**config.mk**
```make
export PLATFORM = sky130hd
export DESIGN_NAME = rst_ctrl
export DESIGN_NICKNAME = d
export VERILOG_FILES = /design/src/hw/rst_pkg.sv /design/src/hw/rst_ctrl.sv
export VERILOG_INCLUDE_DIRS = /design/src /design/src/hw
export SDC_FILE = /design/constraint.sdc
export NUM_CORES = 1
export LEC_CHECK = 0
export ABC_AREA = 1
export BUFFER_PORTS_ARGS = -buffer_cell sky130_fd_sc_hd__buf_2
export CORE_UTILIZATION = 50
export DETAILED_ROUTE_END_ITERATION = 16
export GPL_ROUTABILITY_DRIVEN = 0
export GPL_TIMING_DRIVEN = 0
export PLACE_DENSITY = 0.68
export SETUP_SLACK_MARGIN = 0.3
export SLEW_MARGIN = 20
export SYNTH_ARGS = -nofsm -noshare
export SYNTH_HDL_FRONTEND = slang
export SYNTH_SLANG_ARGS = --single-unit
```
**constraint.sdc**
```tcl
create_clock -name clock -period 2.8 [get_ports clock]
set_input_delay 0.14 -clock clock [delete_from_list [all_inputs] [get_ports clock]]
set_output_delay 0.14 -clock clock [all_outputs]
set_load 0.01 [all_outputs]
```
**src/hw/rst_cfg.svh**
```systemverilog
// constants for the reset output and development port controller
// assumes a 200 MHz clock and a decoded register write/read port
// Contract
// - control registers clear to defaults when the device enters OFF, except in development mode with reload-on-wake low
// - leave-hibernate clear bit set means register reset on hibernate to active
// - in development mode reload-on-wake low suppresses the clear on entering OFF
// - host reset held low throughout OFF
// - in hibernate host reset follows the host reset hibernate level bit
// - after all supplies reach 90 percent, hold host reset low then release
// - hold selector picks 15, 30, 60 or 120 ms low time for both resets
// - host reset driven low during every shutdown sequence
// - in configuration mode 10 host reset low until crystal valid
// - gpio host reset alternate function mirrors the host reset output
// - memory reset in hibernate follows the memory reset hibernate level bit
// - memory valid cleared at start-up and on memory reset; software sets it
// - manual reset input asserts both resets and nothing else
// - protected reboot bit write of one pulses both resets for hold time
// - reboot acts once address and data arrive, before the acknowledge
// - start-up sequence chosen by configuration pins runs on each off to active
// - development mode routes the 2-wire port to gpio ten and eleven first
// - alternate port select chooses gpio pins or dedicated pins, anytime writable
// - secondary port answers only at fixed address 0x34
// - primary address select gives 0x34, 0x36, 0x3C or 0x3E in development mode
// - custom modes never use secondary port; port controls have no effect
// - reload-on-wake selects register clear in OFF and reload on wake
`ifndef RST_CFG_SVH
`define RST_CFG_SVH

`define RST_OFS_SYS_CTRL_ONE 8'h03
`define RST_OFS_HIB_CTRL 8'h05
`define RST_OFS_IF_CTRL 8'h06

`define RST_BIT_SOFT_REBOOT 14
`define RST_BIT_HOLD_HI 11
`define RST_BIT_HOLD_LO 10
`define RST_BIT_MEM_VALID 5
`define RST_BIT_LEAVE_HIB_CLR 5
`define RST_BIT_HOST_HIB_LVL 4
`define RST_BIT_MEM_HIB_LVL 2
`define RST_BIT_ALT_PORT 15
`define RST_BIT_ADDR_HI 14
`define RST_BIT_ADDR_LO 13
`define RST_BIT_RELOAD_WAKE 11

`define RST_HOLD_SEL_RST 2'h3
`define RST_ALT_PORT_RST 1'h1
`define RST_RELOAD_WAKE_RST 1'h1

`define RST_CFG_DEV 2'h0
`define RST_CFG_XTAL 2'h2

`define RST_ADDR_SECONDARY 7'h34
`define RST_ADDR_P0 7'h34
`define RST_ADDR_P1 7'h36
`define RST_ADDR_P2 7'h3C
`define RST_ADDR_P3 7'h3E

`define RST_CLK_MHZ 200
`define RST_HOLD_BASE_MS 15

`endif

```
**src/hw/rst_pkg.sv**
```systemverilog
// types for the reset output and development port controller
// assumes rst_cfg.svh supplies all numeric constants
package rst_pkg;

	typedef enum logic [4:0] {
		RST_ST_OFF = 5'b00001,
		RST_ST_WAIT_SUP = 5'b00010,
		RST_ST_HOLD = 5'b00100,
		RST_ST_ACTIVE = 5'b01000,
		RST_ST_HIB = 5'b10000
	} rst_state_t;

endpackage

```
**src/hw/rst_ctrl.sv**
```systemverilog
// host reset, memory reset and development port control
// assumes power state events arrive as one-cycle pulses from the main sequencer
`timescale 1ns/1ps
`include "rst_cfg.svh"

module rst_ctrl
	import rst_pkg::*;
#(
	parameter int unsigned HOLD_BASE_CYC = `RST_HOLD_BASE_MS * 1000 * `RST_CLK_MHZ
) (
	input wire logic clock,
	input wire logic soft_reboot_cmd,
	input wire logic cfg_pin_hi,
	input wire logic cfg_pin_lo,
	input wire logic ev_startup,
	input wire logic ev_shutdown,
	input wire logic ev_enter_hib,
	input wire logic ev_leave_hib,
	input wire logic supplies_good,
	input wire logic xtal_valid,
	input wire logic mem_rst_from_fsm,
	input wire logic manual_reset_in,
	input wire logic key_unlocked,
	input wire logic reg_wr,
	input wire logic reg_rd,
	input wire logic [7:0] reg_addr,
	input wire logic [15:0] reg_wdata,
	output logic [15:0] reg_rdata,
	output logic host_reset_n_o,
	output logic host_reset_n_oe,
	output logic gpio_host_reset_n,
	output logic mem_reset_n,
	output logic reg_clear,
	output logic use_secondary_port,
	output logic [6:0] primary_addr,
	output logic [6:0] secondary_addr,
	output logic [1:0] cfg_pin_status
);

	// ----------------------------------------
	// state
	// ----------------------------------------
	typedef struct packed {
		rst_state_t st;
		logic [1:0] hold_sel;
		logic mem_valid;
		logic leave_hib_clr;
		logic host_hib_lvl;
		logic mem_hib_lvl;
		logic alt_port_sel;
		logic [1:0] primary_addr_sel;
		logic reload_on_wake;
		logic [31:0] hold_cnt;
		logic reboot_act;
		logic [31:0] reboot_cnt;
		logic host_n;
		logic mem_n;
		logic clr;
		logic [15:0] rdata;
	} rst_regs_t;

	rst_regs_t r_q;
	rst_regs_t r_d;

	logic dev_mode;
	logic [1:0] cfg_mode;

	assign cfg_mode = {cfg_pin_hi, cfg_pin_lo};
	assign dev_mode = (cfg_mode == `RST_CFG_DEV);

	function automatic logic [31:0] hold_cycles(input logic [1:0] sel);
		hold_cycles = HOLD_BASE_CYC << sel;
	endfunction

	function automatic logic [6:0] addr_of(input logic [1:0] sel);
		case (sel)
			2'h0: addr_of = `RST_ADDR_P0;
			2'h1: addr_of = `RST_ADDR_P1;
			2'h2: addr_of = `RST_ADDR_P2;
			default: addr_of = `RST_ADDR_P3;
		endcase
	endfunction

	// ----------------------------------------
	// next state
	// ----------------------------------------
	always_comb begin
		logic do_clear;
		logic wr1;
		logic wr5;
		logic wr6;
		do_clear = 1'b0;
		wr1 = reg_wr && (reg_addr == `RST_OFS_SYS_CTRL_ONE);
		wr5 = reg_wr && (reg_addr == `RST_OFS_HIB_CTRL);
		wr6 = reg_wr && (reg_addr == `RST_OFS_IF_CTRL);
		r_d = r_q;
		r_d.clr = 1'b0;

		// register writes; reboot acts on the write strobe itself
		if (wr1) begin
			r_d.hold_sel = reg_wdata[`RST_BIT_HOLD_HI:`RST_BIT_HOLD_LO];
			r_d.mem_valid = reg_wdata[`RST_BIT_MEM_VALID];
			if (reg_wdata[`RST_BIT_SOFT_REBOOT] && key_unlocked) begin
				r_d.reboot_act = 1'b1;
				r_d.reboot_cnt = hold_cycles(reg_wdata[`RST_BIT_HOLD_HI:`RST_BIT_HOLD_LO]);
			end
		end
		if (wr5) begin
			r_d.leave_hib_clr = reg_wdata[`RST_BIT_LEAVE_HIB_CLR];
			r_d.host_hib_lvl = reg_wdata[`RST_BIT_HOST_HIB_LVL];
			r_d.mem_hib_lvl = reg_wdata[`RST_BIT_MEM_HIB_LVL];
		end
		if (wr6) begin
			r_d.alt_port_sel = reg_wdata[`RST_BIT_ALT_PORT];
			r_d.primary_addr_sel = reg_wdata[`RST_BIT_ADDR_HI:`RST_BIT_ADDR_LO];
			r_d.reload_on_wake = reg_wdata[`RST_BIT_RELOAD_WAKE];
		end

		if (r_q.reboot_act) begin
			if (r_q.reboot_cnt <= 32'h1) begin
				r_d.reboot_act = 1'b0;
			end else begin
				r_d.reboot_cnt = r_q.reboot_cnt - 32'h1;
			end
		end

		// power state tracking
		case (r_q.st)
			RST_ST_OFF: begin
				if (ev_startup) begin
					r_d.st = RST_ST_WAIT_SUP;
				end
			end
			RST_ST_WAIT_SUP: begin
				// crystal check only in mode 10
				if (supplies_good && (cfg_mode != `RST_CFG_XTAL || xtal_valid)) begin
					r_d.st = RST_ST_HOLD;
					r_d.hold_cnt = hold_cycles(r_q.hold_sel);
				end
			end
			RST_ST_HOLD: begin
				if (r_q.hold_cnt <= 32'h1) begin
					r_d.st = RST_ST_ACTIVE;
				end else begin
					r_d.hold_cnt = r_q.hold_cnt - 32'h1;
				end
			end
			RST_ST_ACTIVE: begin
				if (ev_enter_hib) begin
					r_d.st = RST_ST_HIB;
				end
			end
			RST_ST_HIB: begin
				if (ev_leave_hib) begin
					r_d.st = RST_ST_ACTIVE;
					do_clear = r_q.leave_hib_clr;
				end
			end
			default: r_d.st = RST_ST_OFF;
		endcase

		// shutdown from any state but OFF; clear unless development mode holds it off
		if (ev_shutdown && r_q.st != RST_ST_OFF) begin
			r_d.st = RST_ST_OFF;
			if (!dev_mode || r_q.reload_on_wake) begin
				do_clear = 1'b1;
			end
		end

		if (do_clear) begin
			r_d.clr = 1'b1;
			r_d.hold_sel = `RST_HOLD_SEL_RST;
			r_d.mem_valid = 1'b0;
			r_d.leave_hib_clr = 1'b0;
			r_d.host_hib_lvl = 1'b0;
			r_d.mem_hib_lvl = 1'b0;
			r_d.alt_port_sel = `RST_ALT_PORT_RST;
			r_d.primary_addr_sel = 2'h0;
			r_d.reload_on_wake = `RST_RELOAD_WAKE_RST;
			r_d.reboot_act = 1'b0;
		end

		// reset outputs
		case (r_d.st)
			RST_ST_ACTIVE: r_d.host_n = 1'b1;
			RST_ST_HIB: r_d.host_n = r_d.host_hib_lvl;
			default: r_d.host_n = 1'b0;
		endcase
		r_d.mem_n = (r_d.st == RST_ST_HIB) ? r_d.mem_hib_lvl : r_d.host_n;
		if (r_d.reboot_act || manual_reset_in) begin
			r_d.host_n = 1'b0;
			r_d.mem_n = 1'b0;
		end

		// memory valid cleared on start-up and memory reset; set beats nothing
		if ((r_q.st == RST_ST_OFF && ev_startup) || !r_d.mem_n || mem_rst_from_fsm) begin
			r_d.mem_valid = 1'b0;
		end

		// read data
		r_d.rdata = 16'h0000;
		if (reg_rd) begin
			case (reg_addr)
				`RST_OFS_SYS_CTRL_ONE: begin
					r_d.rdata[`RST_BIT_HOLD_HI:`RST_BIT_HOLD_LO] = r_q.hold_sel;
					r_d.rdata[`RST_BIT_MEM_VALID] = r_q.mem_valid;
				end
				`RST_OFS_HIB_CTRL: begin
					r_d.rdata[`RST_BIT_LEAVE_HIB_CLR] = r_q.leave_hib_clr;
					r_d.rdata[`RST_BIT_HOST_HIB_LVL] = r_q.host_hib_lvl;
					r_d.rdata[`RST_BIT_MEM_HIB_LVL] = r_q.mem_hib_lvl;
				end
				`RST_OFS_IF_CTRL: begin
					r_d.rdata[`RST_BIT_ALT_PORT] = r_q.alt_port_sel;
					r_d.rdata[`RST_BIT_ADDR_HI:`RST_BIT_ADDR_LO] = r_q.primary_addr_sel;
					r_d.rdata[`RST_BIT_RELOAD_WAKE] = r_q.reload_on_wake;
				end
				default: r_d.rdata = 16'h0000;
			endcase
		end
	end

	// ----------------------------------------
	// registers
	// ----------------------------------------
	always_ff @(posedge clock) begin
		if (soft_reboot_cmd) begin
			r_q <= '0;
			r_q.st <= RST_ST_OFF;
			r_q.hold_sel <= `RST_HOLD_SEL_RST;
			r_q.alt_port_sel <= `RST_ALT_PORT_RST;
			r_q.reload_on_wake <= `RST_RELOAD_WAKE_RST;
		end else begin
			r_q <= r_d;
		end
	end

	// ----------------------------------------
	// outputs
	// ----------------------------------------
	assign reg_rdata = r_q.rdata;
	assign host_reset_n_o = 1'b0;
	assign host_reset_n_oe = !r_q.host_n; // open drain, driven only when low
	assign gpio_host_reset_n = r_q.host_n;
	assign mem_reset_n = r_q.mem_n;
	assign reg_clear = r_q.clr;
	assign use_secondary_port = dev_mode && r_q.alt_port_sel;
	assign primary_addr = dev_mode ? addr_of(r_q.primary_addr_sel) : `RST_ADDR_P0;
	assign secondary_addr = `RST_ADDR_SECONDARY;
	assign cfg_pin_status = cfg_mode;

endmodule

```
Yosys cells after proc, flatten, opt, wreduce, memory -nomap -nowiden
Cells that the tools add are included.
{ "totals": {"output_inout_bits": 38, "elab_cells": 104, "regBits": 99, "inputBits": 39} }
{ "classes": {"n_eq_ne": 16, "n_mux": 31, "n_reduce_logical": 27, "shifts": 2, "addsub": 2, "n_lt_le_gt_ge": 2, "bitwise": 4} }
{ "ops": {"columns": ["operator", "count"], "rows": [
  ["2-to-1 mux 33 bit", 3],
  ["2-to-1 mux 32 bit", 3],
  ["less-or-equal comparator 32 x 1 -> 1 bit, second input constant", 2],
  ["one-hot mux 32 bit (2 select lines)", 1],
  ["<< shifter 22 x 2 -> 32 bit, first input constant", 2],
  ["subtractor 32 x 1 -> 32 bit, second input constant", 2],
  ["2-to-1 mux 5 bit", 6],
  ["one-hot mux 5 bit (5 select lines)", 1],
  ["equality test 8 x 3 -> 1 bit, second input constant", 2],
  ["one-hot mux 4 bit (3 select lines)", 1],
  ["OR reduction 3 bit", 4],
  ["equality test 5 x 4 -> 1 bit, second input constant", 2],
  ["equality test 5 bit, second input constant", 2],
  ["2-to-1 mux 1 bit", 9],
  ["equality test 8 x 2 -> 1 bit, second input constant", 1],
  ["logical AND 1 bit", 8],
  ["2-to-1 mux 7 bit", 1],
  ["2-to-1 mux 6 bit", 1],
  ["inequality test 2 bit, second input constant", 3],
  ["one-hot mux 1 bit (2 select lines)", 3],
  ["OR reduction 2 bit", 3],
  ["equality test 5 x 1 -> 1 bit, second input constant", 1],
  ["equality test 5 x 2 -> 1 bit, second input constant", 1],
  ["equality test 5 x 3 -> 1 bit, second input constant", 1],
  ["other kinds (11)", 21]
]} }

Logic depth before layout (Yosys ltp)
{ "logic_depth": {"ltp_word": 14, "depth_mapped": 12, "mapped_depth_nobuf": 12} }

Least setup slack after synthesis
No wires, ideal clock.
{ "synth_path": {"path_kind": "flip-flop to flip-flop", "from": "register r_q[52] (netlist name)", "to": "register r_q[62] (netlist name)", "arrival_ns": 1.455, "slack_ns": 1.229, "path_buffers": 0, "setup_ns": 0.116, "synth_period_minus_slack_ns": 1.571, "required_ns": 2.684, "path_stages_with_launch": 11, "path_cell_list": "dfxtp_1 inv_1 ha_1 nand3_2 nor2_2 nand2_1 and2_1 o21ai_0 nand2_1 nor2_1 nor2_1"} }
{ "synth_between": {"elab_chain_cells": 3, "elab_cells_between_ends": 6, "classes_between": "add/sub (1); order compare (1); eq/ne (1); mux (2); reduce/logical (1)"} }
{ "synth_rtl": {"columns": ["element", "line_no", "text"], "rows": [
  ["start, declared", "rst_ctrl.sv:62", "rst_regs_t r_q;"],
  ["start signal, assigned", "rst_ctrl.sv:234", "r_q <= r_d;"],
  ["subtractor 32 x 1 -> 32 bit / less-or-equal comparator 32 x 1 -> 1 bit (equally long branches)", "rst_ctrl.sv:145, rst_ctrl.sv:142", null],
  ["2-to-1 mux 32 bit / inequality test 2 bit (equally long branches)", null, null],
  ["one-hot mux 32 bit (2 select lines) / AND reduction 3 bit (equally long branches)", null, null]
]} }
Parallel ways exist; a longest one is shown, timed or not. The select of a mux whose other input is x is not followed.
A chain may end at the register's enable or synchronous reset.

Worst setup path after layout
{ "layout_path": {"from": "register r_q[60] (netlist name)", "to": "register r_q[64] (netlist name)"} }
Same word-level chain as after synthesis.

==> metrics <==
register area share after synthesis=27.8%; DIE WIDTH=117 um; Power Dens Cells=433 mW/mm2; Top Ports=77; gr ovfl total=0; first-pass GRT wire length=30.1 mm; crit path max fanout=10; Total Neg Setup Slack=0 ns; combinational power share=19.6%; top area cells in the synthesized netlist=dfxtp_1 28%, nand2_1 17%, nor2_1 12%, nand3_1 7.5%, inv_1 5.2%; num rows=41; synth warn=0; Pre-antenna DRT Iters=5; Period minus WS final=2.02 ns; post-synthesis cell area=0.00656 mm2; Tot GR Track Use=29.0%; Iteration-0 DRC Markers=453; Netlist cell types=44; Net Sw Power=0.974 mW; internal power=2.22 mW; Hold Vio Cnt, Final=0; clock-pin slew on the worst setup and hold paths=0.07 ns; Layout Nets=1,230; Post-CTS Setup Inserts=0; maxcap violations=0; # DRC=0; Clock Skew=0.0112 ns; share of cells above drive strength 1=12.7%; Mapped Cells=1,095; CP startpoint kind=flop; max_slew headroom=50.6%; fmax=496 MHz; placed cell count=1,333; outcome=finished, final reports clean; antenna-violating nets left=0; Avg Cell Area, Syn=5.99 um2; final period utilization=72.0%; M2 GR Usage=49.3%; n_diodes=0; final wirelength=19.0 mm; max-slew violations=0; area grow syn2layout=12.4%; Root Buffer=clkbuf_16; pin count of the biggest net entering global routing=15; critical path endpoint category=flop; die height=117 um; post-place instance area=0.00708 mm2; vias in the first global route=6,181; vias per cell=5.13; Port Buffers=47; Synth top area share=27.8%; CTS Buf Count=9; RSZ-0062 raised after global routing=no; register bit total from synthesis=91; ys flop type=dfxtp_1; clock share of power=38.5%; CTS tree=built; CP arrival=2.30 ns; commonest cells in the netlist=304 x nand2_1, 218 x nor2_1, 98 x nand3_1, 91 x dfxtp_1, 90 x inv_1; required time of the worst setup path=3.08 ns; DR WL/cell=14.1 um; GRT busiest layer=met2; final hold slack=0.0602 ns; most common cell in the netlist=nand2_1; die area=0.0136 mm2; crit path kind=reg2reg; EDFF count, synth=0; Final Non-Filler Cells=1,348; Core Area=0.0127 mm2; GR Util met1=35.6%; Longest Clk Path Bufs=2; Initial Utilization=51.6%; sequential group share of total power=41.9%; post-DP HPWL=14.3 mm; CTS H-tree depth=3; worst min-delay path class=in2reg; Clock Latency Late Sink=0.36 ns; vias=6,910; Clock Sinks=91; design area=0.00737 mm2; Pleak=3.76 nW; initial antenna violation count=0; switching share of total power=30.5%; endpoints failing setup=0; met3 usage=5.55%; Max VDD drop=0.224 mV; worst-margin pin slew=0.735 ns; Yosys top cell by area=dfxtp_1; Async SR Flop Fraction=0%
cells by family after synthesis:
logic type | share of synthesized area, %
and+or+nand+nor | 45.7
buffers and inverters | 11.2
AOI/OAI and AO/OA | 9.58
DFF | 27.8
adders and majority gates | 3.43
xor gates and xnor gates | 2.14
other | 0.115
per-stage QoR:
step / utilization [%] / total power, mW / setup slack [ns]
2_1_floorplan: - / 1.83 / 1.23
3_3_place_gp: 55.7 / 1.97 / 0.831
6_report: 57.9 / 3.19 / 0.784
5_1_grt: 57.9 / 3.34 / 0.612
3_5_place_dp: 55.7 / 1.98 / 0.808
4_1_cts: 57.9 / 3.21 / 0.787
repair_timing:
item,CTS,global route
hold buffers,1,0
gates resized for setup,0,0
endpoints found under the hold margin,1,0
critical path, cell delays in order, from the launching register on:
cell and delay [ns]:
dfxtp_1 0.34, nor2_1 0.27, nand2_1 0.15, nor2_1 0.15, nand3_1 0.16, nor2_1 0.13, nand2_1 0.09, nand2_2 0.20
buf_4 0.23, nand2_1 0.06, a21oi_1 0.14
area by class of cell:
class / instances / area, um2
Fill cell: 1388 / 5350
Multi-Input combinational cell: 869 / 4070
Sequential cell: 91 / 1820
Buffer: 58 / 377
Inverter: 96 / 360
Timing Repair Buffer: 48 / 245
Clock buffer: 9 / 225
Tap cell: 172 / 215
Clock inverter: 5 / 56.3
final timing paths:
check             cells after the start           from            to  slack, ns
setup reg to reg                     10        r_q[60]       r_q[64]       0.78
setup / recovery                     10        r_q[60]       r_q[64]       0.78
hold reg to reg                       2        r_q[89]  reg_rdata[4]       0.45
hold / removal                        3  reg_wdata[13]       r_q[85]       0.06
power by group through the flow:
stage,registers [mW],logic (mW),clock network (mW)
3_5_place_dp,1.37,0.614,0
2_1_floorplan,1.36,0.464,0
5_1_grt,1.34,0.711,1.29
4_1_cts,1.34,0.621,1.25
6_report,1.34,0.627,1.23
3_3_place_gp,1.37,0.606,0
flip-flops by register name, summed over array words and instances, names as in the netlist:
signal / cells
reg_clear: 1
gpio_host_reset_n: 1
r_q: 80
mem_reset_n: 1
reg_rdata: 8
cells in the final DEF, fill, tap and decap left out, types with 3 or more instances in the layout:
cell type,synthesis,final
ha_1,18,18
nor3_1,13,13
o21ai_1,3,3
buf_4,36,36
conb_1,2,21
xor2_1,8,8
nand3b_1,4,4
xnor2_1,8,8
inv_1,90,90
inv_2,3,3
nand2_2,7,7
clkbuf_16,0,9
nand2_4,6,6
nand2_1,304,304
o21ai_0,58,58
clkinv_1,3,3
a21oi_1,46,46
o211ai_1,3,3
dfxtp_1,91,91
nor2_2,11,11
nand4_1,16,16
nor2_1,218,218
or2_2,6,6
nand3_1,98,98
clkbuf_1,10,10
buf_2,10,57
layer usage:
metal / vias to the layer above / part of all wire, %
met5: - / 0
met4: 0 / 3.2
met3: 48 / 4.4
met2: 165 / 48
met1: 3110 / 45
li1: 3587 / -
(Power assumes the default switching activity.)
